## src/core/hdlc_cmd_pkg.sv

```systemverilog
package hdlc_cmd_pkg;

   // register word indices: printed 0x20 and 0x21 differ by one, not four, so they are indices
   localparam logic [7:0] CMD_IDX      = 8'h20;
   localparam logic [7:0] LEAD_IDX     = 8'h21;
   localparam logic [7:0] STATUS_IDX   = 8'h22;
   localparam logic [7:0] RXSTAT_IDX   = 8'h23;
   localparam logic [7:0] MODE_IDX     = 8'h24;
   localparam logic [7:0] TIMCFG_IDX   = 8'h25;
   localparam logic [7:0] XCOUNT_IDX   = 8'h26;
   localparam logic [7:0] EVENT_IDX    = 8'h27;

   // command bit positions
   localparam int unsigned RMC_BIT  = 7;
   localparam int unsigned RHR_BIT  = 6;
   localparam int unsigned RNR_BIT  = 5;
   localparam int unsigned STI_BIT  = 4;
   localparam int unsigned XTF_BIT  = 3;
   localparam int unsigned XIF_BIT  = 2;
   localparam int unsigned XME_BIT  = 1;
   localparam int unsigned TRANSMITTER_RESET_CMD_BIT = 0;

   // status bit positions
   localparam int unsigned CEC_BIT   = 2;
   localparam int unsigned XRNR_BIT  = 5;

   // reset values and the repeat command code
   localparam logic [7:0] CMD_RESET    = 8'h00;
   localparam logic [7:0] LEAD_RESET   = 8'h00;
   localparam logic [7:0] REPEAT_CODE  = 8'h2A;

   // mode encodings of the mode register low bits
   localparam logic [1:0] MODE_AUTO   = 2'h0;
   localparam logic [1:0] MODE_NAUTO  = 2'h1;
   localparam logic [1:0] MODE_TRANSP = 2'h2;
   localparam logic [1:0] MODE_EXTTR  = 2'h3;

   // timing: command executes within 2.5 cycles, we use 2
   localparam int unsigned CLK_NS       = 50;
   localparam int unsigned EXEC_LIM_PS  = 125000;
   localparam int unsigned EXEC_CYCLES  = EXEC_LIM_PS / (CLK_NS * 1000);
   localparam int unsigned ABORT_ONES   = 7;
   localparam int unsigned FIFO_BYTES   = 32;

   // decoded command carried to the channel logic
   typedef struct packed {
      logic receive_message_complete_cmd;
      logic receiver_reset_cmd;
      logic rep;
      logic start_timer_cmd;
      logic transmit_transparent_frame_cmd;
      logic transmit_info_frame_cmd;
      logic transmit_message_end_cmd;
      logic transmitter_reset_cmd;
   } cmd_t;

   // transmitter sequencing
   typedef enum logic [4:0] {
      TX_IDLE  = 5'b00001,
      TX_FLAG  = 5'b00010,
      TX_DATA  = 5'b00100,
      TX_CYCL  = 5'b01000,
      TX_ABORT = 5'b10000
   } tx_state_t;

endpackage : hdlc_cmd_pkg

```

## src/core/hdlc_command_strobe_unit.sv

```systemverilog
// Overview of operation
// message complete frees receive fifo space
// dma rx requests blocked until message complete
// receiver reset discards receive data
// auto mode receiver reset clears counters
// auto mode ack bit selects RR/RNR
// code 2A repeats fifo bytes unframed
// transmitter reset ends cyclic repeat
// start timer; timer config write stops
// interrupt mode frame start prefixes flag
// dma start when 32 bytes or count
// info frame in auto mode only
// message end appends crc and flag
// dma mode ignores message end
// transmitter reset flushes, sends seven ones
// transmitter reset completion raises pool ready
// command executes within 2.5 cycles
// host polls executing flag before writing
// lead-in pattern sent msb defined
// no zero insertion during lead-in
// receive status updated at frame end
// receive status stored as last byte
// host uses stored status byte
// executing flag reads one while busy
// host writes up to 32 bytes
// action bits are one-shot
// combined bits act as one command
//
// The APB register port was chosen for this implementation.
`timescale 1ns/1ps
`default_nettype none
module hdlc_command_strobe_unit #(
   parameter int unsigned FIFO_DEPTH = 32
) (
   // clock and reset
   input  wire logic        CLK_I,
   input  wire logic        RESET_I,
   // apb slave
   input  wire logic        PSEL_I,
   input  wire logic        PENABLE_I,
   input  wire logic        PWRITE_I,
   input  wire logic [11:0] PADDR_I,
   input  wire logic [31:0] PWDATA_I,
   output logic      [31:0] PRDATA_O,
   output logic             PREADY_O,
   output logic             PSLVERR_O,
   // receiver side events (same clock)
   input  wire logic        RX_FRAME_END_I,
   input  wire logic [7:0]  RX_STATUS_I,
   input  wire logic        RX_DMA_WANT_I,
   input  wire logic        RX_MSG_END_I,
   // transmit fifo level (same clock)
   input  wire logic [5:0]  TX_FIFO_LEVEL_I,
   // outputs to receiver and fifos
   output logic             RX_RELEASE_O,
   output logic             RX_FLUSH_O,
   output logic             SEQ_CLEAR_O,
   output logic             RX_DMA_REQ_O,
   output logic             RX_STATUS_PUSH_O,
   output logic      [7:0]  RX_STATUS_DATA_O,
   // outputs to transmitter
   output logic             TX_FLUSH_O,
   output logic             TX_START_O,
   output logic             TX_FLAG_PREFIX_O,
   output logic             TX_ADDR_CTRL_O,
   output logic             TX_CRC_END_O,
   output logic             TX_CYCLIC_O,
   output logic             TX_ABORT_BIT_O,
   output logic             TX_POOL_READY_O,
   output logic      [7:0]  LEAD_IN_PATTERN_O,
   output logic             LEAD_IN_NO_STUFF_O,
   output logic             ACK_NOT_READY_O,
   // timer control
   output logic             TIMER_RUN_O
);

   logic [7:0]               cmd_r;
   logic                     cmd_pend_r;
   logic                     cec_r;
   logic [7:0]               lead_r;
   logic [7:0]               rx_stat_r;
   logic [7:0]               mode_r;
   logic [7:0]               timcfg_r;
   logic [15:0]              xcount_r;
   logic                     rnr_r;
   logic                     timer_r;
   logic                     dma_block_r;
   logic                     cyclic_r;
   logic                     pool_rdy_r;
   logic [2:0]               abort_cnt_r;
   logic                     dma_wait_r;
   logic                     pend_xme_r;
   hdlc_cmd_pkg::tx_state_t  tx_r;
   hdlc_cmd_pkg::cmd_t       cmd;
   logic                     wr;
   logic                     rd;
   logic [9:0]               idx;
   logic                     auto_md;
   logic                     dma_md;
   logic                     ext_md;
   logic                     hit;
   logic                     exec;

   // apb decode; word index is byte address over four
   assign idx      = PADDR_I[11:2];
   assign wr       = PSEL_I & PENABLE_I & PWRITE_I;
   assign rd       = PSEL_I & PENABLE_I & ~PWRITE_I;
   assign PREADY_O = 1'b1;
   assign hit      = (idx[9:8] == 2'h0) && (idx[7:0] >= hdlc_cmd_pkg::CMD_IDX)
                     && (idx[7:0] <= hdlc_cmd_pkg::EVENT_IDX);
   assign PSLVERR_O = PSEL_I & PENABLE_I & ~hit;
   assign auto_md  = mode_r[1:0] == hdlc_cmd_pkg::MODE_AUTO;
   assign ext_md   = mode_r[1:0] == hdlc_cmd_pkg::MODE_EXTTR;
   assign dma_md   = xcount_r[15];
   assign cmd      = hdlc_cmd_pkg::cmd_t'(cmd_r);
   assign exec     = cmd_pend_r;

   // read mux; write-only registers read as zero
   always_ff @(posedge CLK_I) begin
      if (RESET_I) begin
         PRDATA_O <= 32'h0000_0000;
      end else if (PSEL_I && !PENABLE_I && !PWRITE_I) begin
         case (PADDR_I[9:2])
            // executing flag read
            hdlc_cmd_pkg::STATUS_IDX:
               PRDATA_O <= {24'h0, 2'h0, rnr_r, 2'h0, cec_r, 2'h0};
            hdlc_cmd_pkg::RXSTAT_IDX: PRDATA_O <= {24'h0, rx_stat_r};
            hdlc_cmd_pkg::MODE_IDX:   PRDATA_O <= {24'h0, mode_r};
            hdlc_cmd_pkg::TIMCFG_IDX: PRDATA_O <= {24'h0, timcfg_r};
            hdlc_cmd_pkg::XCOUNT_IDX: PRDATA_O <= {16'h0, xcount_r};
            hdlc_cmd_pkg::EVENT_IDX:
               PRDATA_O <= {24'h0, 4'h0, timer_r, cyclic_r, dma_block_r, pool_rdy_r};
            default:                  PRDATA_O <= 32'h0000_0000;
         endcase
      end
   end

   // command capture; a write while busy is dropped, hence the host polls
   // one-shot command strobe
   always_ff @(posedge CLK_I) begin
      if (RESET_I) begin
         cmd_r      <= hdlc_cmd_pkg::CMD_RESET;
         cmd_pend_r <= 1'b0;
      end else if (wr && idx[7:0] == hdlc_cmd_pkg::CMD_IDX && idx[9:8] == 2'h0
                   && !cec_r) begin
         cmd_r      <= PWDATA_I[7:0];
         cmd_pend_r <= 1'b1;
      end else begin
         cmd_r      <= hdlc_cmd_pkg::CMD_RESET;
         cmd_pend_r <= 1'b0;
      end
   end

   // busy flag spans write and execute
   // executing flag while pending
   always_ff @(posedge CLK_I) begin
      if (RESET_I) begin
         cec_r <= 1'b0;
      end else begin
         cec_r <= (wr && idx[7:0] == hdlc_cmd_pkg::CMD_IDX && idx[9:8] == 2'h0
                   && !cec_r) | cmd_pend_r;
      end
   end

   // other writable registers
   always_ff @(posedge CLK_I) begin
      if (RESET_I) begin
         lead_r   <= hdlc_cmd_pkg::LEAD_RESET;
         mode_r   <= 8'h00;
         timcfg_r <= 8'h00;
         xcount_r <= 16'h0000;
      end else if (wr && idx[9:8] == 2'h0) begin
         case (idx[7:0])
            hdlc_cmd_pkg::LEAD_IDX:   lead_r   <= PWDATA_I[7:0];
            hdlc_cmd_pkg::MODE_IDX:   mode_r   <= PWDATA_I[7:0];
            hdlc_cmd_pkg::TIMCFG_IDX: timcfg_r <= PWDATA_I[7:0];
            hdlc_cmd_pkg::XCOUNT_IDX: xcount_r <= PWDATA_I[15:0];
            default:                  lead_r   <= lead_r;
         endcase
      end
   end

   // acknowledge selection kept as a level
   always_ff @(posedge CLK_I) begin
      if (RESET_I) begin
         rnr_r <= 1'b0;
      end else if (exec && auto_md) begin
         rnr_r <= cmd.rep;
      end
   end

   // timer start and stop by config write
   always_ff @(posedge CLK_I) begin
      if (RESET_I) begin
         timer_r <= 1'b0;
      end else if (wr && idx[9:8] == 2'h0 && idx[7:0] == hdlc_cmd_pkg::TIMCFG_IDX) begin
         timer_r <= 1'b0;
      end else if (exec && cmd.start_timer_cmd) begin
         timer_r <= 1'b1;
      end
   end

   // rx dma gate; end event sets, message complete clears, set wins
   always_ff @(posedge CLK_I) begin
      if (RESET_I) begin
         dma_block_r <= 1'b0;
      end else if (RX_MSG_END_I && dma_md) begin
         dma_block_r <= 1'b1;
      end else if (exec && (cmd.receive_message_complete_cmd || cmd.receiver_reset_cmd)) begin
         dma_block_r <= 1'b0;
      end
   end

   // status captured at frame end
   always_ff @(posedge CLK_I) begin
      if (RESET_I) begin
         rx_stat_r        <= 8'h00;
         RX_STATUS_PUSH_O <= 1'b0;
         RX_STATUS_DATA_O <= 8'h00;
      end else begin
         // copy pushed as final fifo byte
         RX_STATUS_PUSH_O <= RX_FRAME_END_I;
         if (RX_FRAME_END_I) begin
            rx_stat_r        <= RX_STATUS_I;
            RX_STATUS_DATA_O <= RX_STATUS_I;
         end
      end
   end

   // transmit sequencer; combined bits handled in one pass
   // combined command evaluation
   always_ff @(posedge CLK_I) begin
      if (RESET_I) begin
         tx_r        <= hdlc_cmd_pkg::TX_IDLE;
         cyclic_r    <= 1'b0;
         abort_cnt_r <= 3'h0;
         dma_wait_r  <= 1'b0;
         pend_xme_r  <= 1'b0;
      end else if (exec && cmd.transmitter_reset_cmd) begin
         // reset overrides repeat
         // flush and abort ones
         tx_r        <= hdlc_cmd_pkg::TX_ABORT;
         cyclic_r    <= 1'b0;
         abort_cnt_r <= 3'(hdlc_cmd_pkg::ABORT_ONES - 1);
         dma_wait_r  <= 1'b0;
         pend_xme_r  <= 1'b0;
      end else begin
         case (tx_r)
            hdlc_cmd_pkg::TX_IDLE: begin
               // repeat code in extended transparent mode only
               if (exec && ext_md && cmd_r == hdlc_cmd_pkg::REPEAT_CODE) begin
                  tx_r     <= hdlc_cmd_pkg::TX_CYCL;
                  cyclic_r <= 1'b1;
               // info frame only in auto mode
               end else if (exec && (cmd.transmit_transparent_frame_cmd || (cmd.transmit_info_frame_cmd && auto_md))) begin
                  tx_r       <= dma_md ? hdlc_cmd_pkg::TX_DATA : hdlc_cmd_pkg::TX_FLAG;
                  dma_wait_r <= dma_md;
                  // dma ignores message end
                  pend_xme_r <= cmd.transmit_message_end_cmd && !dma_md;
               end
            end
            hdlc_cmd_pkg::TX_DATA: begin
               // start at 32 bytes or full count
               if (TX_FIFO_LEVEL_I >= 6'(hdlc_cmd_pkg::FIFO_BYTES)
                   || {10'h0, TX_FIFO_LEVEL_I} >= xcount_r[11:0] + 12'h0
                   && xcount_r[11:0] != 12'h0) begin
                  tx_r       <= hdlc_cmd_pkg::TX_FLAG;
                  dma_wait_r <= 1'b0;
               end
            end
            hdlc_cmd_pkg::TX_FLAG: begin
               // message end closes frame
               if (exec && cmd.transmit_message_end_cmd && !dma_md) begin
                  pend_xme_r <= 1'b1;
               end
               if (pend_xme_r || dma_md) begin
                  tx_r       <= hdlc_cmd_pkg::TX_IDLE;
                  pend_xme_r <= 1'b0;
               end
            end
            hdlc_cmd_pkg::TX_CYCL: tx_r <= hdlc_cmd_pkg::TX_CYCL;
            hdlc_cmd_pkg::TX_ABORT: begin
               if (abort_cnt_r == 3'h0) begin
                  tx_r <= hdlc_cmd_pkg::TX_IDLE;
               end else begin
                  abort_cnt_r <= abort_cnt_r - 3'h1;
               end
            end
            default: tx_r <= hdlc_cmd_pkg::TX_IDLE;
         endcase
      end
   end

   // pool ready after abort finishes
   always_ff @(posedge CLK_I) begin
      if (RESET_I) begin
         pool_rdy_r <= 1'b0;
      end else begin
         pool_rdy_r <= (tx_r == hdlc_cmd_pkg::TX_ABORT) && (abort_cnt_r == 3'h0);
      end
   end

   // receive side strobes
   // release on message complete
   assign RX_RELEASE_O = exec & cmd.receive_message_complete_cmd;
   // receiver flush
   assign RX_FLUSH_O   = exec & cmd.receiver_reset_cmd;
   // sequence counters cleared in auto mode
   assign SEQ_CLEAR_O  = exec & cmd.receiver_reset_cmd & auto_md;
   // request gated by block flag
   assign RX_DMA_REQ_O = RX_DMA_WANT_I & dma_md & ~dma_block_r;

   // transmit side outputs
   assign TX_FLUSH_O       = exec & cmd.transmitter_reset_cmd;
   // frame start prefixed with flag
   assign TX_START_O       = (tx_r == hdlc_cmd_pkg::TX_FLAG) && !dma_wait_r;
   assign TX_FLAG_PREFIX_O = TX_START_O;
   assign TX_ADDR_CTRL_O   = TX_START_O & auto_md;
   assign TX_CRC_END_O     = (tx_r == hdlc_cmd_pkg::TX_FLAG) & (pend_xme_r | dma_md);
   assign TX_CYCLIC_O      = cyclic_r;
   assign TX_ABORT_BIT_O   = tx_r == hdlc_cmd_pkg::TX_ABORT;
   assign TX_POOL_READY_O  = pool_rdy_r;
   // lead-in pattern msb first
   assign LEAD_IN_PATTERN_O  = lead_r;
   // stuffing off during lead-in
   assign LEAD_IN_NO_STUFF_O = 1'b1;
   assign ACK_NOT_READY_O    = rnr_r & auto_md;
   assign TIMER_RUN_O        = timer_r;

   // assertions
   property p_exec_bound;
      @(posedge CLK_I) disable iff (RESET_I)
      $rose(cec_r) |-> ##[1:2] !cec_r;
   endproperty
   a_exec_bound: assert property (p_exec_bound) else $error("busy too long");

   property p_cec_pend;
      @(posedge CLK_I) disable iff (RESET_I)
      cmd_pend_r |-> cec_r;
   endproperty
   a_cec_pend: assert property (p_cec_pend) else $error("busy flag low");

   property p_oneshot;
      @(posedge CLK_I) disable iff (RESET_I)
      cmd_pend_r |=> !cmd_pend_r;
   endproperty
   a_oneshot: assert property (p_oneshot) else $error("command held");

   property p_dma_block;
      @(posedge CLK_I) disable iff (RESET_I)
      dma_block_r |-> !RX_DMA_REQ_O;
   endproperty
   a_dma_block: assert property (p_dma_block) else $error("dma not blocked");

   property p_abort_len;
      @(posedge CLK_I) disable iff (RESET_I)
      (exec && cmd.transmitter_reset_cmd) |=> TX_ABORT_BIT_O [*7];
   endproperty
   a_abort_len: assert property (p_abort_len) else $error("abort short");

   property p_pool;
      @(posedge CLK_I) disable iff (RESET_I)
      (exec && cmd.transmitter_reset_cmd) |-> ##8 TX_POOL_READY_O;
   endproperty
   a_pool: assert property (p_pool) else $error("no pool ready");

   property p_cyc_stop;
      @(posedge CLK_I) disable iff (RESET_I)
      (exec && cmd.transmitter_reset_cmd) |=> !TX_CYCLIC_O;
   endproperty
   a_cyc_stop: assert property (p_cyc_stop) else $error("repeat not ended");

   property p_seq;
      @(posedge CLK_I) disable iff (RESET_I)
      SEQ_CLEAR_O |-> RX_FLUSH_O && auto_md;
   endproperty
   a_seq: assert property (p_seq) else $error("bad counter clear");

   property p_stat;
      @(posedge CLK_I) disable iff (RESET_I)
      RX_FRAME_END_I |=> rx_stat_r == $past(RX_STATUS_I) && RX_STATUS_PUSH_O;
   endproperty
   a_stat: assert property (p_stat) else $error("status not captured");

endmodule : hdlc_command_strobe_unit
`default_nettype wire
```

## config.mk

```make
export PLATFORM = sky130hd
export DESIGN_NAME = hdlc_command_strobe_unit
export DESIGN_NICKNAME = d
export VERILOG_FILES = /design/src/core/hdlc_cmd_pkg.sv /design/src/core/hdlc_command_strobe_unit.sv
export SDC_FILE = /design/constraint.sdc
export NUM_CORES = 1
export LEC_CHECK = 0
export ABC_AREA = 1
export CORE_MARGIN = 5
export CORE_UTILIZATION = 55
export CTS_CLUSTER_DIAMETER = 50
export CTS_CLUSTER_SIZE = 24
export DETAILED_ROUTE_END_ITERATION = 8
export DONT_BUFFER_PORTS = 1
export GPL_TIMING_DRIVEN = 0
export HOLD_SLACK_MARGIN = 0.02
export PLACE_DENSITY_LB_ADDON = 0.25
export SLEW_MARGIN = 25
export SYNTH_ARGS = -nofsm -noshare
export SYNTH_HDL_FRONTEND = slang
export SYNTH_SLANG_ARGS = --single-unit
```

## constraint.sdc

```tcl
create_clock -name CLK_I -period 3.3 [get_ports CLK_I]
set_input_delay 0.33 -clock CLK_I [delete_from_list [all_inputs] [get_ports CLK_I]]
set_output_delay 0.33 -clock CLK_I [all_outputs]
set_load 0.01 [all_outputs]
```

* Word-level counts from Yosys, hierarchy flattened
Index checks and enable logic that the tools add are counted.
** Cells by class
- Eq/ne operators :: 27
- Bitwise logic cells :: 18
- Reductions and logical operators :: 55
- Multiplexer cells :: 24
- Add/sub/neg operators :: 1
- Magnitude comparators :: 4
** Operators with widths (number)
- 16-bit case mux with 6 select lines :: 1
- 8-bit by 6-bit equality test with 1-bit output (second input constant) :: 9
- 5-bit 2-to-1 mux :: 6
- 5-bit case mux with 5 select lines :: 1
- 1-bit logical AND :: 24
- 4-bit AND reduction :: 4
- 2-bit AND reduction :: 7
- 1-bit bitwise AND :: 12
- 6-bit by 12-bit greater-or-equal comparator with 1-bit output :: 1
- 3-bit 2-to-1 mux :: 4
- 3-bit inequality test (second input constant) :: 4
- 12-bit nonzero test :: 1
- 1-bit 2-to-1 mux :: 10
- 2-bit inequality test (second input constant) :: 5
- 8-bit by 6-bit greater-or-equal comparator with 1-bit output (second input constant) :: 1
- 8-bit by 6-bit less-or-equal comparator with 1-bit output (second input constant) :: 1
- 2-bit nonzero test :: 4
- 6-bit greater-or-equal comparator (second input constant) :: 1
- 2-bit OR reduction :: 3
- 5-bit by 1-bit equality test with 1-bit output (second input constant) :: 1
- 5-bit by 2-bit equality test with 1-bit output (second input constant) :: 1
- 5-bit by 3-bit equality test with 1-bit output (second input constant) :: 1
- 5-bit by 4-bit equality test with 1-bit output (second input constant) :: 1
- 5-bit equality test (second input constant) :: 1
- other kinds (12) :: 25
** Word-level totals
- Register bits after elaboration :: 106
- Output and inout bits :: 66
- Logic and storage cells :: 150
- Bits of input ports :: 66

* Longest topological paths before layout
Gate-level depths: netlist of run 1.
- Depth after elaboration :: 8
- Gate-level depth with buffers :: 15
- Mapped depth without buffers :: 15

* Worst setup path before layout of run 1
No wires, ideal clock.
- Path type :: register -> register
- Start :: register xcount_r[5]
- End :: register tx_r[1]
- Required time :: 3181 ps
- Stages on the path, launching flop included :: 12
- Setup time :: 119 ps
- Slack :: 1866 ps
- Clock period less this slack :: 1434 ps
- Path buffers :: 0
- Data arrival time :: 1315 ps
- Cell sequence :: dfxtp_1 inv_1 ha_1 a21o_1 nand3_1 nand3_1 nand2_1 nand2_1 nand2_1 nand2_1 nand2_1 nor2_1
** On the way
- Cells in the longest elaborated chain, start to end :: 5
- Elaborated cells on any way between the ends :: 6
- Those cells by class :: order compare: 1; eq/ne: 1; reduce/logical: 4
** RTL lines
- from (decl) :: RTL line hdlc_command_strobe_unit.sv:84 : logic [15:0] xcount_r;
- from (signal assigned) :: RTL line hdlc_command_strobe_unit.sv:177 : hdlc_cmd_pkg::XCOUNT_IDX: xcount_r <= PWDATA_I[15:0];
- 6-bit by 12-bit greater-or-equal comparator with 1-bit output or 12-bit nonzero test (tied branches) :: RTL line hdlc_command_strobe_unit.sv:265, hdlc_command_strobe_unit.sv:266
- 1-bit logical AND * :: RTL line hdlc_command_strobe_unit.sv:266 : && xcount_r[11:0] != 12'h0) begin
- 1-bit logical OR * :: RTL line hdlc_command_strobe_unit.sv:265 : || {10'h0, TX_FIFO_LEVEL_I} >= xcount_r[11:0] + 12'h0
- 2-bit inequality test (no line) *
- 4-bit AND reduction (no line) *
- to (signal assigned) :: RTL line hdlc_command_strobe_unit.sv:267 : tx_r <= hdlc_cmd_pkg::TX_FLAG;
- to (signal assigned) :: RTL line hdlc_command_strobe_unit.sv:277 : tx_r <= hdlc_cmd_pkg::TX_IDLE;
- to (signal assigned) :: RTL line hdlc_command_strobe_unit.sv:281 : hdlc_cmd_pkg::TX_CYCL: tx_r <= hdlc_cmd_pkg::TX_CYCL;
- to (decl) :: RTL line hdlc_command_strobe_unit.sv:93 : hdlc_cmd_pkg::tx_state_t tx_r;
Mark *: on every way between the ends. The rest lies on a longest branch, timed or not.
A chain may end at the register's enable or synchronous reset.

* Final worst setup path of run 1
- Start :: register tx_r[2]
- End :: output port TX_START_O
** On the way
- Cells in the longest elaborated chain, start to end :: 2
** RTL lines
- from (signal assigned) :: RTL line hdlc_command_strobe_unit.sv:234 : tx_r <= hdlc_cmd_pkg::TX_IDLE;
- from (signal assigned) :: RTL line hdlc_command_strobe_unit.sv:242 : tx_r <= hdlc_cmd_pkg::TX_ABORT;
- from (signal assigned) :: RTL line hdlc_command_strobe_unit.sv:252 : tx_r <= hdlc_cmd_pkg::TX_CYCL;
- 5-bit by 2-bit equality test with 1-bit output :: RTL line hdlc_command_strobe_unit.sv:316 : assign TX_START_O = (tx_r == hdlc_cmd_pkg::TX_FLAG) && !dma_wait_r;
- 1-bit logical AND :: RTL line hdlc_command_strobe_unit.sv:316
- to (decl) :: RTL line hdlc_command_strobe_unit.sv:63 : output logic TX_START_O,
No other way between the ends.

==> results of run 1 <==
## sequential cells by signal (all words and copies together) (netlist names)
signal             cells
TIMER_RUN_O            1
tx_r                   5
LEAD_IN_PATTERN_O      8
PRDATA_O              16
dma_block_r            1
xcount_r              16
TX_POOL_READY_O        1
rnr_r                  1
cmd                    8
abort_cnt_r            3
pend_xme_r             1
cec_r                  1
timcfg_r               8
TX_CYCLIC_O            1
dma_wait_r             1
RX_STATUS_PUSH_O       1
mode_r                 8
rx_stat_r              8
cmd_pend_r             1
## report_power, final
group,internal (mW),switching [mW]
combinational,0.0878,0.165
clock,0.430,0.401
sequential,1.11,0.0246
## logic make-up after synthesis
family / count (synthesis) / synth area share [%]
buffers and inverters: 105 / 11.99
other: 2 / 0.1790
flip-flops: 90 / 42.95
AO/OA/AOI/OAI: 135 / 16.46
AND/OR/NAND/NOR: 235 / 26.04
adder cells (fa/ha/maj): 8 / 2.386
## Yosys cell counts, types with 2 or more instances
cell type / n / area share (%)
o21ai_1: 5 / 0.60
inv_1: 62 / 5.5
nor2_2: 2 / 0.30
o22ai_1: 2 / 0.30
nor3_1: 5 / 0.60
nand2_1: 101 / 9.0
conb_1: 2 / 0.18
or2_2: 2 / 0.30
o21ai_0: 51 / 6.1
nor3b_1: 2 / 0.36
clkbuf_1: 10 / 0.89
inv_2: 2 / 0.18
nand2_2: 4 / 0.60
buf_2: 5 / 0.60
nand3_1: 38 / 4.5
nand3_2: 2 / 0.48
a21oi_1: 72 / 8.6
nor2_4: 3 / 0.81
buf_6: 3 / 0.81
nor2_1: 56 / 5.0
ha_1: 8 / 2.4
buf_4: 21 / 3.8
dfxtp_1: 90 / 43
nand4_1: 13 / 1.9
## layer usage
layer	vias to the layer above	share of wire, %
li1	1896	-
met1	1756	41
met2	151	46
met3	21	10
met4	0	2.1
met5	-	0
## layout make-up
class                   instances  area, sq um
flip-flops and latches         90         1802
fillers                       674         2734
multi-input cells             396         1951
well taps                      99        123.9
inverters                      66        249.0
clock buffers                  10        127.6
clock inverters                 6        90.09
plain buffers                  39        254.0
## worst paths after layout
kind,from,to,cells past startpoint
max,tx_r[2]$_SDFFE_PP0P_,TX_START_O,4
min,RX_STATUS_I[3],rx_stat_r[3]$_SDFFE_PP0P_,2
max reg2reg,xcount_r[3]$_SDFFE_PP0P_,tx_r[0]$_SDFFE_PP1P_,11
min reg2reg,mode_r[6]$_SDFFE_PP0P_,mode_r[6]$_SDFFE_PP0P_,2
## metrics by stage
stage	std cells	cell area [sq um]	setup WS (ps)	power, mW
global route	706	4597	1220	2.313
global placement	690	4379	1596	1.398
finish	706	4597	1347	2.218
detailed placement	690	4379	1584	1.406
floorplan	591	4255	1866	1.358
CTS	706	4597	1355	2.218
==> run summary, run 1 <==
Status: finished clean
Die width: 97.34 um
Synth unique cells: 38
Clock Sinks: 90
CP delay by family, top: simple AND/OR/NAND/NOR gates
Peak Freq: 0.5121 GHz
Post-Syn Area: 0.004195 sq mm
Met1 GRT Util: 29.34%
Crit path time final: 1953 ps
Initial antenna violation count: 0
Pwr/cell area: 482.5 mW/mm^2
Clock Tree Buf Depth: 2
I/O Buffers: 0
Worst setup EP type: output pin
Reg clk slew, reported paths: 90 ps
Max incr delay on CP: 340 ps
Clock root buffer master: clkbuf_8
CP max stage cell: dfxtp_1
CP startpoint kind: register
Number of H-tree levels: 3
Worst-Margin Slew: 583.8 ps
Max_cap viols: 0
Final wirelength: 11490 um
Relative slew slack: 61.08%
Synth Warn #: 0
Most frequent CP cell: nor2_1
Ant diodes: 0
RSZ-0062 raised after global routing: false
Vias in the first global route: 3676
Kind of critical path: register to output pin
Die area: 0.009474 sq mm
Post-DR wirelength/cell: 16.27 um
Initial Util: 57.23%
Grt met3 use: 9.332%
Critical path buffers and inverters: 1
Final net count: 676
Skew-Pair Late Insertion Delay: 360 ps
Peak supply drop: 234.4 uV
Most common cell after layout, fill and taps aside: nand2_1
Total CTS buffers: 9
Critical Path AT: 1620 ps
Via-per-instance ratio: 5.416
Gp weighted congestion: 0.9690
#FFs+latches synth: 90
Most frequent cells in the layout: nand2_1, dfxtp_1, a21oi_1
Final Slew Violations: 0
Share of post-route cells with drive strength above 1: 10.87%
Worst-path fanout max: 5
Syn_area_per_cell: 7.296 sq um
Rows: 31
Primary FF master, synth: dfxtp_1
Hold WS: 101.7 ps
Die span in y: 97.34 um
Post-CTS Setup Bufs: 0
Final ANT Viol Nets: 0
Hold WC Path Type: input port to register
Seq/Total Area, Yosys: 42.95%
Largest net degree at the start of global routing: 16
DP Wirelength: 9002 um
Reg2reg setup slack: 1560 ps
Setup Skew: 7.430 ps
Global route overflow: 0
GRT Util Overall: 24.20%
Post-synthesis cell count: 575
Drt first-iter violations: 237
CP required: 2970 ps
Number of flops mapped to enable cells by yosys: 0
Core area: 0.007331 sq mm
Layout area overhead: 9.574%
Num ports: 132
Final hold vios: 0
DRC: 0
CTS tree: built
Setup_tns: 0 ps
Final setup fails: 0
First-pass GRT wire length: 18520 um
Util after Layout: 62.71%
Drt pass-1 iters: 5
Ys async rst share: 0%
Fin crit share: 59.17%
Leak Pwr: 1.932 nW
Via count: 3824
CP cell instances: nor2_1 > nand3_1 > nor2_1 > buf_4
Hold buffers post-CTS: 0
Met2 usage: 39.28%
Post-CTS sizing: 0
Layer with the highest usage: met2
Power figures use the tool's default switching activity.
==> run 2, diff against run 1 <==
==> constraint.sdc (replaced) <==
create_clock -name CLK_I -period 1.9 [get_ports CLK_I]
set_input_delay 0.19 -clock CLK_I [delete_from_list [all_inputs] [get_ports CLK_I]]
set_output_delay 0.19 -clock CLK_I [all_outputs]
set_load 0.01 [all_outputs]
==> run summary, run 2 (synthesized netlist as in run 1, its figures left out) <==
Largest regs: PRDATA_O: 16 flops, xcount_r: 16 flops
Largest net degree at the start of global routing: 16 (unchanged)
Drt pass-1 iters: 5 (unchanged)
CP max stage cell: dfxtp_1
Via-per-instance ratio: 5.402 (-0.27%)
Relative slew slack: 61.61% (+0.53 points)
Final net count: 701 (+3.7%)
CP cell instances: nor2_1 > nand3_1 > nor2_2 > buf_4
Die width: 97.34 um (unchanged)
Clock Sinks: 90 (unchanged)
Leak Pwr: 2.042 nW (+5.7%)
Multi-input gate area: 0.001956 sq mm (+0.26%)
Worst-path fanout max: 5 (unchanged)
Setup crit start: tx_r[2]$_SDFFE_PP0P_
Fin crit share: 93.18%
Status: finished clean
Cells after DPL: 690 (unchanged)
Final worst setup slack: 129.5 ps (-1218 ps)
DP Wirelength: 9002 um (unchanged)
Reg clk slew, reported paths: 90 ps (about the same)
R2r startpoint: xcount_r[1]$_SDFFE_PP0P_
Final setup fails: 0 (unchanged)
Drt first-iter violations: 230 (-3.0%)
Setup Skew: 7.617 ps (+0.1869 ps)
First-pass GRT wire length: 19190 um (+3.6%)
Max incr delay on CP: 340 ps (about the same)
Via count: 3954 (+3.4%)
Num ports: 132 (unchanged)
Pwr/cell area: 804.0 mW/mm^2 (+67%)
Post-place setup slack: 184.1 ps (-1400 ps)
Final Slew Violations: 0 (unchanged)
Rows: 31 (unchanged)
CP required: 1710 ps (-1260 ps)
Setup_tns: 0 ps (unchanged)
Global route overflow: 0 (unchanged)
Hold path start: RX_STATUS_I[6]
Most frequent cells in the layout: nand2_1, dfxtp_1, a21oi_1
Crit path time final: 1770 ps
Die area: 0.009474 sq mm (unchanged)
Worst-Margin Slew: 575.9 ps (-7.968 ps)
CTS tree: built
CP delay by family, top: simple AND/OR/NAND/NOR gates
Sequential Area: 0.001804 sq mm (+0.14%)
Final ANT Viol Nets: 0 (unchanged)
Gp weighted congestion: 0.9690 (unchanged)
Hold WS: 29.13 ps (-72.55 ps)
Total CTS buffers: 9 (unchanged)
Fillers: 644 (-4.5%)
Critical Path AT: 1580 ps (-40 ps)
Worst setup EP type: output pin
Core area: 0.007331 sq mm (unchanged)
Critical path buffers and inverters: 1 (unchanged)
Share of post-route cells with drive strength above 1: 11.08% (+0.20 points)
Reg2reg setup slack: 180 ps (-1380 ps)
Skew-Pair Late Insertion Delay: 370 ps (about the same)
GRT Util Overall: 25.02% (+0.82 points)
Final wirelength: 11860 um (+3.3%)
Hold WC Path Type: input port to register
Clock Tree Buf Depth: 2 (unchanged)
Number of H-tree levels: 3 (unchanged)
Max_cap viols: 0 (unchanged)
Most common cell after layout, fill and taps aside: nand2_1
Final hold vios: 0 (unchanged)
Post-DR wirelength/cell: 16.20 um (-0.40%)
Initial Util: 57.23% (unchanged)
Layout area overhead: 15.78%
Initial antenna violation count: 0 (unchanged)
Kind of critical path: register to output pin
Die span in y: 97.34 um (unchanged)
Vias in the first global route: 3851 (+4.8%)
Peak supply drop: 411.5 uV (+76%)
I/O Buffers: 0 (unchanged)
Post-CTS Setup Bufs: 0 (unchanged)
RSZ-0062 raised after global routing: false
Clock root buffer master: clkbuf_8
CP startpoint kind: register
Non-filler instance count after layout: 732 (+3.7%)
DRC: 0 (unchanged)
Peak Freq: 0.5648 GHz
run 2: cell types whose count changed in the layout (fill, tap and decap cells not counted), sizes merged:
cell         previous run  this run
dlygate4sd3             0        25
diode                   0         1
run 2: per-stage QoR:
step	instance area [sq um]	power (mW)	util (%)
after floorplan	4255	2.358	-
after global placement	4379	2.429	59.74
after detailed placement	4379	2.442	59.74
after CTS	4827	3.894	65.85
after global routing	4855	4.069	66.22
final	4857	3.905	66.26
run 2: path summary, 6_finish.rpt:
kind / to / depth (start not counted)
setup / recovery: TX_START_O / 4
setup reg to reg: tx_r[1]$_SDFFE_PP0P_ / 14
hold reg to reg: mode_r[6]$_SDFFE_PP0P_ / 2
hold / removal: rx_stat_r[6]$_SDFFE_PP0P_ / 2
run 2: per-layer routing:
| metal | track usage [%] | up-vias | wire length, um |
|---|---|---|---|
| met4 | 10.22 | 0 | 264 |
| met5 | 0 | - | 0 |
| met3 | 9.189 | 24 | 1269 |
| li1 | - | 1948 | - |
| met1 | 30.25 | 1821 | 4839 |
| met2 | 40.29 | 161 | 5487 |
run 2: cell type report:
| cell class | instances | area share, % |
|---|---|---|
| repair buffers | 25 | 5.152 |
| clock buffers | 10 | 2.628 |
| inverters | 66 | 5.126 |
| clock inverters | 6 | 1.855 |
| plain buffers | 39 | 5.229 |
| well taps | 99 | 2.550 |
| multi-input cells | 396 | 40.26 |
| diodes | 1 | 0.05152 |
| flip-flops and latches | 90 | 37.15 |
run 2: what timing repair did:
action | 4_1_cts | 5_1_grt
resized for setup | 0 | 4
hold buffers | 23 | 2
hold endpoints to repair | 23 | 2
setup endpoints to repair | 0 | 4
run 2: power breakdown:
group	internal, mW	leakage, nW	total (mW)	switching, mW
clock	0.746	0.107	1.45	0.700
sequential	1.93	0.730	1.97	0.0429
combinational	0.188	1.21	0.488	0.300
total	2.86	2.04	3.90	1.04
run 2: worst register-to-register path: cells and delay by family, from the launching register on:
| family | cells | cell delay [ps] |
|---|---|---|
| AND/OR/NAND/NOR | 12 | 780 |
| adder cells (fa/ha/maj) | 1 | 290 |
| flip-flops | 1 | 450 |
| buffers and inverters | 1 | 100 |
